**config.mk**
```make
export PLATFORM = sky130hd
export DESIGN_NAME = tx_elastic_store
export DESIGN_NICKNAME = d
export VERILOG_FILES = /design/src/logic/tx_ebuf_pkg.sv /design/src/logic/tx_elastic_store.sv /design/src/logic/pin_sync.sv /design/src/logic/edge_finder.sv
export SDC_FILE = /design/constraint.sdc
export NUM_CORES = 1
export LEC_CHECK = 0
export BUFFER_PORTS_ARGS = -buffer_cell sky130_fd_sc_hd__buf_2
export CAP_MARGIN = 20
export CORE_UTILIZATION = 50
export CTS_BUF_LIST = sky130_fd_sc_hd__clkbuf_4 sky130_fd_sc_hd__clkbuf_8
export DETAILED_ROUTE_END_ITERATION = 16
export HOLD_SLACK_MARGIN = 0.15
export PLACE_DENSITY_LB_ADDON = 0.08
export SETUP_SLACK_MARGIN = 0.2
export SYNTH_ARGS = -nofsm -noshare
export SYNTH_HDL_FRONTEND = slang
export SYNTH_HIERARCHICAL = 1
export SYNTH_SLANG_ARGS = --single-unit
```
**constraint.sdc**
```tcl
create_clock -name clk_in -period 32.7 [get_ports clk_in]
set_clock_uncertainty 0.2 [all_clocks]
set_input_delay 3.27 -clock clk_in [delete_from_list [all_inputs] [get_ports clk_in]]
set_output_delay 3.27 -clock clk_in [all_outputs]
set_load 0.03 [all_outputs]
```
**src/logic/tx_ebuf_pkg.sv**
```systemverilog
/*
  Constants shared by the transmit elastic store: register offsets, field
  positions, reset values, buffer sizes and frame geometry.
  Assumes a 32-bit register port with byte offsets and a 20 MHz core clock.
*/
package tx_ebuf_pkg;

  // ---------------------------------------------------------------------------
  // Register port and map
  // ---------------------------------------------------------------------------
  localparam int         ADDR_W     = 8;
  localparam int         DATA_W     = 32;
  localparam logic [7:0] CTRL_OFS   = 8'h00;
  localparam logic [7:0] OFFSET_OFS = 8'h04;
  localparam logic [7:0] STATUS_OFS = 8'h08;

  // Control register fields.
  localparam int CTRL_SIZE_LSB  = 0;
  localparam int CTRL_EDGE_BIT  = 2;
  localparam int CTRL_PHASE_LSB = 3;
  localparam int CTRL_RLO_LSB   = 6;
  localparam int CTRL_RHI_BIT   = 8;
  localparam int CTRL_XLAT_BIT  = 9;
  localparam int CTRL_RDCLK_BIT = 10;
  localparam int CTRL_LOOP_BIT  = 11;

  // Status register fields.
  localparam int STAT_POS_BIT    = 0;
  localparam int STAT_NEG_BIT    = 1;
  localparam int STAT_REINIT_BIT = 2;
  localparam int STAT_FILL_LSB   = 8;

  // ---------------------------------------------------------------------------
  // Buffer geometry
  // ---------------------------------------------------------------------------
  localparam logic [1:0] SIZE_BYPASS = 2'h0;
  localparam logic [1:0] SIZE_ONE    = 2'h1;
  localparam logic [1:0] SIZE_TWO    = 2'h2;
  localparam logic [1:0] SIZE_SHORT  = 2'h3;
  localparam logic [1:0] SIZE_RST    = 2'h1;

  localparam int         PTR_W      = 9;
  localparam int         MEM_BITS   = 386;
  localparam logic [8:0] DEPTH_ONE  = 9'h0c1;
  localparam logic [8:0] DEPTH_TWO  = 9'h182;
  localparam logic [8:0] DEPTH_SHRT = 9'h060;
  localparam logic [8:0] CTR_ONE    = 9'h060;
  localparam logic [8:0] CTR_TWO    = 9'h0c1;
  localparam logic [8:0] CTR_SHRT   = 9'h030;

  // System frame lengths and the mode 1 translation points.
  localparam logic [8:0] T1_FRAME   = 9'h0c1;
  localparam logic [8:0] E_FRAME    = 9'h100;
  localparam logic [8:0] XL_FBIT    = 9'h007;
  localparam logic [8:0] XL_CH_LO   = 9'h008;
  localparam logic [8:0] XL_CH_HI   = 9'h0c8;

endpackage

```
**src/logic/tx_elastic_store.sv**
```systemverilog
/*
  Transmit elastic store: serial system highway in, line transmitter bit out.
  Assumes the highway and line clock pins are asynchronous to clk_in and run far slower than it; the register port is on clk_in.
*/
// The address map and the plain strobed port are this design's own decisions.
// Contract
// RULE1: Store holds at most two frames of 193 bits each.
// RULE2: Size field: bypass, one frame, two frames, or 96-bit short buffer.
// RULE3: After a slip the delay is recentred to 96, 193 or 48 bits.
// RULE4: Overflow or underflow of the store counts as a transmit slip.
// RULE5: Positive and negative slips set two separate status flags.
// RULE6: Slip detection and correction run without software help.
// RULE7: Writes follow system clock and sync pulse plus programmed offset.
// RULE8: Reads use the dejittered or the external transmit clock.
// RULE9: Offset reprogramming reinitialises the store at the next sync pulse.
// RULE10: System clock rate chosen by two rate fields, times one to eight.
// RULE11: One control bit selects rising or falling system clock edge.
// RULE12: Three-bit phase selector picks the sampled channel phase.
// RULE13: Bypass keeps offsets without slips; short buffer drops offsets.
// RULE14: Short buffer at 2.048-based rates forces translation mode 0.
// RULE15: Loop-timed transmit needs the store enabled, not bypassed; the code only stores loop_timed and never checks it.
// RULE16: A slip repeats or drops one whole frame in two-frame mode.
`timescale 1ns/100ps
module tx_elastic_store (
  input  wire logic                          clk_in,
  input  wire logic                          rst_in,
  input  wire logic [tx_ebuf_pkg::ADDR_W-1:0] addr_in,
  input  wire logic [tx_ebuf_pkg::DATA_W-1:0] wr_data_in,
  input  wire logic                          wr_en_in,
  input  wire logic                          rd_en_in,
  output logic      [tx_ebuf_pkg::DATA_W-1:0] rd_data_out,
  input  wire logic                          sys_tx_clock_in,
  input  wire logic                          sys_tx_sync_pulse_in,
  input  wire logic                          sys_tx_data_in,
  input  wire logic                          tx_dejitter_oscillator_in,
  input  wire logic                          ext_tx_clock_in,
  output logic                               line_tx_data_out,
  output logic                               line_tx_clock_out
);
  import tx_ebuf_pkg::*;

  typedef struct packed {
    logic [1:0]          size;
    logic                edge_sel;
    logic [2:0]          phase_sel;
    logic [1:0]          rate_lo;
    logic                rate_hi;
    logic                xlat;
    logic                rd_clk_sel;
    logic                loop_timed;
    logic [8:0]          offset;
    logic                pos_flag;
    logic                neg_flag;
    logic                reinit;
    logic [2:0]          phase;
    logic [8:0]          pos;
    logic [8:0]          wp;
    logic [8:0]          rp;
    logic [8:0]          fill;
    logic [MEM_BITS-1:0] mem;
    logic                byp_bit;
    logic                line_data;
    logic                line_clk;
    logic [DATA_W-1:0]   rd_data;
  } state_s;

  state_s     s_reg;
  state_s     s_next;
  logic [4:0] pins_sync;
  logic [1:0] clk_rise;
  logic [1:0] clk_fall;
  logic       take;
  logic       sync_now;
  logic       wr_bit;
  logic       rd_bit;
  logic       ovf;
  logic       unf;
  logic [8:0] pos_now;

  // ---------------------------------------------------------------------------
  // Helpers
  // ---------------------------------------------------------------------------
  function automatic logic [8:0] depth_of(input logic [1:0] sz);
    if (sz == SIZE_TWO) begin
      depth_of = DEPTH_TWO;
    end else if (sz == SIZE_SHORT) begin
      depth_of = DEPTH_SHRT;
    end else begin
      depth_of = DEPTH_ONE;
    end
  endfunction

  function automatic logic [8:0] center_of(input logic [1:0] sz);
    if (sz == SIZE_TWO) begin
      center_of = CTR_TWO;
    end else if (sz == SIZE_SHORT) begin
      center_of = CTR_SHRT;
    end else begin
      center_of = CTR_ONE;
    end
  endfunction

  // Modular difference a - b within a buffer of depth d.
  function automatic logic [8:0] ptr_sub(input logic [8:0] a, input logic [8:0] b, input logic [8:0] d);
    logic [9:0] t;
    t = (a >= b) ? {1'b0, a} - {1'b0, b} : {1'b0, a} + {1'b0, d} - {1'b0, b};
    ptr_sub = t[8:0];
  endfunction

  function automatic logic [8:0] ptr_inc(input logic [8:0] a, input logic [8:0] d);
    ptr_inc = (a + 9'h001 >= d) ? 9'h000 : a + 9'h001;
  endfunction

  // ---------------------------------------------------------------------------
  // Pin capture
  // ---------------------------------------------------------------------------
  // Clock pins are sampled like data; the core clock must outrun them.
  pin_sync #(.WIDTH(5)) u_sync (
    .clk_in   (clk_in),
    .rst_in   (rst_in),
    .pins_in  ({ext_tx_clock_in, tx_dejitter_oscillator_in, sys_tx_data_in,
                sys_tx_sync_pulse_in, sys_tx_clock_in}),
    .sync_out (pins_sync)
  );

  edge_finder #(.WIDTH(2)) u_edges (
    .clk_in   (clk_in),
    .rst_in   (rst_in),
    .level_in ({s_reg.rd_clk_sel ? pins_sync[4] : pins_sync[3], pins_sync[0]}),
    .rise_out (clk_rise),
    .fall_out (clk_fall)
  );

  // ---------------------------------------------------------------------------
  // Next state
  // ---------------------------------------------------------------------------
  always_comb begin
    logic [8:0] dep;
    logic [8:0] ctr;
    logic [8:0] frame;
    logic [8:0] start;
    logic [2:0] mask;
    logic       active;
    logic       mapped;
    logic [8:0] lpos;
    logic [8:0] wp_new;
    s_next = s_reg;
    dep    = depth_of(s_reg.size);
    ctr    = center_of(s_reg.size);
    frame  = s_reg.rate_hi ? E_FRAME : T1_FRAME;
    // Short buffer ignores the programmed offset.
    start  = (s_reg.size == SIZE_SHORT) ? 9'h000 : s_reg.offset; // RULE13
    mask   = 3'((4'h1 << s_reg.rate_lo) - 4'h1); // RULE10
    active = s_reg.edge_sel ? clk_fall[0] : clk_rise[0]; // RULE11
    // Only the selected channel phase of a multiplexed highway is sampled.
    take     = active && ((s_reg.phase & mask) == (s_reg.phase_sel & mask)); // RULE12
    sync_now = take && pins_sync[1]; // RULE7
    pos_now  = sync_now ? start : s_reg.pos; // RULE7
    // Translate the system slot layout onto the 193-bit line frame.
    lpos   = pos_now;
    mapped = 1'b1;
    if (s_reg.rate_hi) begin
      if (s_reg.xlat && (s_reg.size != SIZE_SHORT)) begin
        mapped = (pos_now == XL_FBIT) || ((pos_now >= XL_CH_LO) && (pos_now < XL_CH_HI));
        lpos   = (pos_now == XL_FBIT) ? 9'h000 : pos_now - XL_FBIT;
      end else begin
        mapped = pos_now < T1_FRAME; // RULE14
      end
    end
    wr_bit = take && mapped && (lpos < T1_FRAME) && (s_reg.size != SIZE_BYPASS); // RULE1
    rd_bit = clk_rise[1] && (s_reg.size != SIZE_BYPASS); // RULE8
    // Slips are suppressed in bypass and while a realignment is pending.
    ovf = wr_bit && !rd_bit && (s_reg.fill == dep) && !s_reg.reinit; // RULE4
    unf = rd_bit && !wr_bit && (s_reg.fill == 9'h000) && !s_reg.reinit; // RULE4

    // Phase and bit position along the system frame.
    if (active) begin
      s_next.phase = 3'((s_reg.phase + 3'h1) & mask);
      if ((s_reg.phase & mask) == mask) begin
        s_next.pos = (pos_now + 9'h001 >= frame) ? 9'h000 : pos_now + 9'h001;
      end else begin
        s_next.pos = pos_now;
      end
    end
    if (take && s_reg.size == SIZE_BYPASS) begin
      s_next.byp_bit = pins_sync[2];
    end

    // Store traffic.
    wp_new = s_reg.wp;
    if (wr_bit) begin
      s_next.mem[s_reg.wp] = pins_sync[2];
      wp_new               = ptr_inc(s_reg.wp, dep);
    end
    s_next.wp = wp_new;
    if (rd_bit) begin
      s_next.line_data = s_reg.mem[s_reg.rp]; // RULE8
      s_next.rp        = ptr_inc(s_reg.rp, dep);
    end else if (clk_rise[1]) begin
      s_next.line_data = s_reg.byp_bit;
    end
    // Fill is frozen while a realignment is pending; unguarded it would wrap past zero or past the depth.
    s_next.fill = s_reg.reinit ? s_reg.fill : s_reg.fill + {8'h00, wr_bit} - {8'h00, rd_bit};
    s_next.line_clk = s_reg.rd_clk_sel ? pins_sync[4] : pins_sync[3];

    // Slip: recentre the read pointer, which in two-frame mode repeats or drops one frame.
    if (ovf || unf) begin
      s_next.rp   = ptr_sub(wp_new, ctr, dep); // RULE3 RULE6 RULE16
      s_next.fill = ctr; // RULE3
    end
    // Reinitialise at the first sync pulse after reprogramming.
    if (s_reg.reinit && sync_now) begin
      s_next.reinit = 1'b0; // RULE9
      s_next.wp     = 9'h000;
      s_next.rp     = ptr_sub(9'h000, ctr, dep);
      s_next.fill   = ctr;
    end

    // Register port: writes.
    if (wr_en_in) begin
      if (addr_in == CTRL_OFS) begin
        s_next.size       = wr_data_in[CTRL_SIZE_LSB +: 2]; // RULE2
        s_next.edge_sel   = wr_data_in[CTRL_EDGE_BIT];
        s_next.phase_sel  = wr_data_in[CTRL_PHASE_LSB +: 3];
        s_next.rate_lo    = wr_data_in[CTRL_RLO_LSB +: 2];
        s_next.rate_hi    = wr_data_in[CTRL_RHI_BIT];
        s_next.xlat       = wr_data_in[CTRL_XLAT_BIT];
        s_next.rd_clk_sel = wr_data_in[CTRL_RDCLK_BIT];
        s_next.loop_timed = wr_data_in[CTRL_LOOP_BIT]; // RULE15
        if (wr_data_in[CTRL_SIZE_LSB +: 2] != s_reg.size) begin
          s_next.reinit = 1'b1;
        end
      end else if (addr_in == OFFSET_OFS) begin
        s_next.offset = wr_data_in[8:0];
        s_next.reinit = 1'b1; // RULE9
      end
    end
    // Flags: a slip in the clearing cycle wins over the clear.
    s_next.pos_flag = s_reg.pos_flag;
    s_next.neg_flag = s_reg.neg_flag;
    if (wr_en_in && addr_in == STATUS_OFS) begin
      s_next.pos_flag = s_reg.pos_flag & ~wr_data_in[STAT_POS_BIT];
      s_next.neg_flag = s_reg.neg_flag & ~wr_data_in[STAT_NEG_BIT];
    end
    if (ovf) begin
      s_next.pos_flag = 1'b1; // RULE5
    end
    if (unf) begin
      s_next.neg_flag = 1'b1; // RULE5
    end

    // Register port: reads answer one cycle later, zero otherwise.
    s_next.rd_data = '0;
    if (rd_en_in) begin
      if (addr_in == CTRL_OFS) begin
        s_next.rd_data = {20'h0_0000, s_reg.loop_timed, s_reg.rd_clk_sel, s_reg.xlat, s_reg.rate_hi,
                          s_reg.rate_lo, s_reg.phase_sel, s_reg.edge_sel, s_reg.size};
      end else if (addr_in == OFFSET_OFS) begin
        s_next.rd_data = {23'h00_0000, s_reg.offset};
      end else if (addr_in == STATUS_OFS) begin
        s_next.rd_data = {15'h0000, s_reg.fill, 5'h00, s_reg.reinit, s_reg.neg_flag, s_reg.pos_flag};
      end
    end
  end

  // ---------------------------------------------------------------------------
  // State register
  // ---------------------------------------------------------------------------
  // Reset leaves a realignment pending so no slip fires before the first sync.
  always_ff @(posedge clk_in or posedge rst_in) begin
    if (rst_in) begin
      s_reg        <= '0;
      s_reg.size   <= SIZE_RST;
      s_reg.reinit <= 1'b1;
    end else begin
      s_reg <= s_next;
    end
  end

  assign rd_data_out       = s_reg.rd_data;
  assign line_tx_data_out  = s_reg.line_data;
  assign line_tx_clock_out = s_reg.line_clk;

  // ---------------------------------------------------------------------------
  // Assertions
  // ---------------------------------------------------------------------------
  property p_fill_bound;
    @(posedge clk_in) disable iff (rst_in) s_reg.fill <= DEPTH_TWO;
  endproperty
  a_fill_bound: assert property (p_fill_bound) else $error("fill above two frames"); // RULE1

  property p_short_fill;
    @(posedge clk_in) disable iff (rst_in)
      (s_reg.size == SIZE_SHORT && !s_reg.reinit && $stable(s_reg.size)) |-> s_reg.fill <= DEPTH_SHRT;
  endproperty
  a_short_fill: assert property (p_short_fill) else $error("short buffer overfilled"); // RULE2

  property p_recentre;
    @(posedge clk_in) disable iff (rst_in)
      (ovf || unf) |=> s_reg.fill == center_of($past(s_reg.size));
  endproperty
  a_recentre: assert property (p_recentre) else $error("slip did not recentre"); // RULE3

  property p_pos_slip;
    @(posedge clk_in) disable iff (rst_in) ovf |=> s_reg.pos_flag ##1 (s_reg.pos_flag || $past(wr_en_in));
  endproperty
  a_pos_slip: assert property (p_pos_slip) else $error("overflow not flagged"); // RULE4

  property p_neg_slip;
    @(posedge clk_in) disable iff (rst_in) unf |=> s_reg.neg_flag && !$past(ovf);
  endproperty
  a_neg_slip: assert property (p_neg_slip) else $error("underflow not flagged"); // RULE5

  property p_offset_reinit;
    @(posedge clk_in) disable iff (rst_in) (wr_en_in && addr_in == OFFSET_OFS) |=> s_reg.reinit;
  endproperty
  a_offset_reinit: assert property (p_offset_reinit) else $error("offset write left no reinit"); // RULE9

  property p_bypass_quiet;
    @(posedge clk_in) disable iff (rst_in) (s_reg.size == SIZE_BYPASS) |-> !(ovf || unf || wr_bit || rd_bit);
  endproperty
  a_bypass_quiet: assert property (p_bypass_quiet) else $error("bypass touched the store"); // RULE13

  property p_short_map;
    @(posedge clk_in) disable iff (rst_in)
      (wr_bit && s_reg.size == SIZE_SHORT && s_reg.rate_hi) |-> pos_now < T1_FRAME;
  endproperty
  a_short_map: assert property (p_short_map) else $error("short buffer used mode 1"); // RULE14

  property p_frame_slip;
    @(posedge clk_in) disable iff (rst_in)
      (s_reg.size == SIZE_TWO && (ovf || unf)) |=> ptr_sub(s_reg.wp, s_reg.rp, DEPTH_TWO) == CTR_TWO;
  endproperty
  a_frame_slip: assert property (p_frame_slip) else $error("slip not one whole frame"); // RULE16

endmodule

```
**src/logic/pin_sync.sv**
```systemverilog
/*
  Two-stage synchroniser for a group of asynchronous pins.
  Assumes a single core clock; only the second stage may be read outside.
*/
`timescale 1ns/100ps
module pin_sync #(
  parameter int WIDTH = 1
) (
  input  wire logic             clk_in,
  input  wire logic             rst_in,
  input  wire logic [WIDTH-1:0] pins_in,
  output logic      [WIDTH-1:0] sync_out
);

  typedef struct packed {
    logic [WIDTH-1:0] meta;
    logic [WIDTH-1:0] held;
  } sync_s;

  sync_s s_reg;
  sync_s s_next;

  // ---------------------------------------------------------------------------
  // Stages
  // ---------------------------------------------------------------------------
  // The first stage feeds only the second one, never any logic.
  always_comb begin
    s_next.meta = pins_in;
    s_next.held = s_reg.meta;
  end

  always_ff @(posedge clk_in or posedge rst_in) begin
    if (rst_in) begin
      s_reg <= '0;
    end else begin
      s_reg <= s_next;
    end
  end

  assign sync_out = s_reg.held;

endmodule

```
**src/logic/edge_finder.sv**
```systemverilog
/*
  Edge detector for already synchronised levels: one-cycle rise and fall pulses.
  Assumes its inputs are on the core clock.
*/
`timescale 1ns/100ps
module edge_finder #(
  parameter int WIDTH = 1
) (
  input  wire logic             clk_in,
  input  wire logic             rst_in,
  input  wire logic [WIDTH-1:0] level_in,
  output logic      [WIDTH-1:0] rise_out,
  output logic      [WIDTH-1:0] fall_out
);

  typedef struct packed {
    logic [WIDTH-1:0] last;
  } edge_s;

  edge_s s_reg;
  edge_s s_next;

  // ---------------------------------------------------------------------------
  // Detection
  // ---------------------------------------------------------------------------
  // Pulses are combinational so the caller sees them beside the new level.
  always_comb begin
    s_next.last = level_in;
  end

  always_ff @(posedge clk_in or posedge rst_in) begin
    if (rst_in) begin
      s_reg <= '0;
    end else begin
      s_reg <= s_next;
    end
  end

  assign rise_out = level_in & ~s_reg.last;
  assign fall_out = ~level_in & s_reg.last;

endmodule

```
==> results.ini <==
[run_status]
status = completed

[sta]
relSlewSlack = 0.259
fin_worst_hold_slack_ns = 0.157
rsz0062_at_grt = false
tightest_slew_ns = 1.10
drv_slew = 0
hold_violations = 0
setup_tns_ns = 0
period_share = 0.223
fmax_mhz = 137
fin_crit_ns = 7.29
finalSetupViolations = 0

[final_layout]
fillers = 4550
largest_register_ffs = 450
final_util = 0.558
layoutNonFillerInstCount = 3126
diodes = 0
final_nets = 2491
drive_gt1_frac = 0.298
area_delta_synth_final_pct = 9.25

[setup_path]
rr_endpoint = s_reg[438]$_DFFE_PP0P_
regToRegSetupSlack_ns = 25.41
crit_type = flop to flop
crit_slowest_cell = nor2_2
critical_path.max_stage_delay_ns = 0.72
crit_top_cell = a21oi_1
crit_start = u_sync/sync_out[0]$_DFF_PP0_
endpoint = s_reg[438]$_DFFE_PP0P_
critPathCaptureType = flop
reg2reg_depth = 28
regToRegStartpoint = u_sync/sync_out[0]$_DFF_PP0_
critPathArrivalTime_ns = 7.65
cp.required_ns = 33.06
critPathLaunchType = flop
path_max_fanout = 26

[synthesis]
synth_area_per_cell_sq_um = 11.0
syn-cell-area_sq_mm = 0.0264
synth-warning-count = 6
netlist_instances = 2410

[place]
dp_hpwl_mm = 42.7
place.port_buffers = 47
dp.cells = 2958
place_congestion = 0.885

[clocking]
numCtsBuffers = 85
cts.sinks = 481
path_clk_slew_ns = 0.07
clockBufferDepth = 3
ctsHtreeMaxLevel = 3
clk-insertion-delay-late_ns = 0.68
tritoncts = yes
cts-root-buf = clkbuf_8

[floorplanning]
coreArea_sq_mm = 0.0517
die_x_um = 232
io-pin-count = 83
dieArea_sq_mm = 0.0538
die_h_um = 232
start_util = 0.511
rows = 83

[global_route]
grt_pass1_wl_mm = 111
grt_antenna_before_repair = 0
track_usage = 0.268
grt_max_degree = 177
grt-ovfl-total = 0
grt_pass1_vias = 18900

[detailed_routing]
route.vias.total = 18700
drc = 0
viasPerCell = 5.97
dr.pass1.iters = 5
drt_iter0_drc = 1436
drt-total-wl_mm = 70.2
routedWlPerCell_um = 22.4
antenna_left = 0

[power_and_ir_drop]
p_per_area_mw_per_mm2 = 58.7
power_leakage_uw = 0.0136
finalPower_uw = 1690
peakVddDrop_mv = 0.0371

[run]
drv_cap = 0

[hold_path]
hp-class = flop to flop

metal layers:
| metal | global-route usage | routed length [um] | vias to the layer above |
|---|---|---|---|
| met5 | 0 | 0 | - |
| met1 | 0.355 | 29800 | 9532 |
| met4 | 0.0931 | 1940 | 0 |
| li1 | - | - | 8414 |
| met2 | 0.442 | 34200 | 579 |
| met3 | 0.0489 | 4150 | 139 |
cells in the final DEF, fill, tap and decap left out, types with 47 or more instances in the layout:
cell type and n:
buf_2 47, buf_4 49, clkbuf_8 104, dfrtp_1 475
ha_1 54, mux2_2 317, mux4_2 125, nand2_1 460
nand3_1 112, nor2_1 96, o21ai_0 121
timing repair:
| action | in CTS | in global routing |
|---|---|---|
| hold buffers | 1 | 0 |
| buffers inserted | 0 | 0 |
| resized for setup | 0 | 0 |
| hold endpoints to repair | 1 | 0 |
worst min-delay path by stage:
stage	start	endpoint	slack, ns	cells after the start
final	u_sync/s_next[4]$_DFF_PP0_	u_sync/sync_out[4]$_DFF_PP0_	0.16	0
after global routing	u_sync/s_next[2]$_DFF_PP0_	u_sync/sync_out[2]$_DFF_PP0_	0.16	0
after CTS	u_sync/s_next[1]$_DFF_PP0_	u_sync/sync_out[1]$_DFF_PP0_	0.16	0
after detailed placement	u_sync/s_next[0]$_DFF_PP0_	u_sync/sync_out[0]$_DFF_PP0_	0.13	0
after global placement	u_sync/s_next[4]$_DFF_PP0_	u_sync/sync_out[4]$_DFF_PP0_	0.13	0
after floorplan	u_sync/s_next[0]$_DFF_PP0_	u_sync/sync_out[0]$_DFF_PP0_	0.13	0
through the flow:
stage / instance area [sq um] / worst slack (ns)
after floorplan: 26500 / 16.15
after global placement: 26900 / 25.56
after detailed placement: 26900 / 25.51
after CTS: 28700 / 25.43
after global routing: 28900 / 25.06
final: 28900 / 25.41
power breakdown:
group / switching (uW) / internal [uW]
Clock: 256 / 350
Combinational: 236 / 171
Sequential: 59.8 / 621
critical path: cells and delay by family (launching register included):
family	cells	cell delay, ns
fa+ha+maj	3	1.17
flops	1	0.39
simple gates	7	1.93
mux	3	0.92
buf+inv	2	0.53
xor+xnor	1	0.23
compound gates	12	1.79
cell type report:
type                    instances  area [sq um]  share of cell area
clock buffers                 138          1690              0.0584
clock inverters                12           164             0.00568
inverters                      47           184             0.00637
multi-input cells            1669         13300               0.460
flip-flops and latches        481         12100               0.417
well taps                     680           851              0.0295
repair buffers                 99           648              0.0224
No activity file was read; power rests on OpenSTA's default activity.
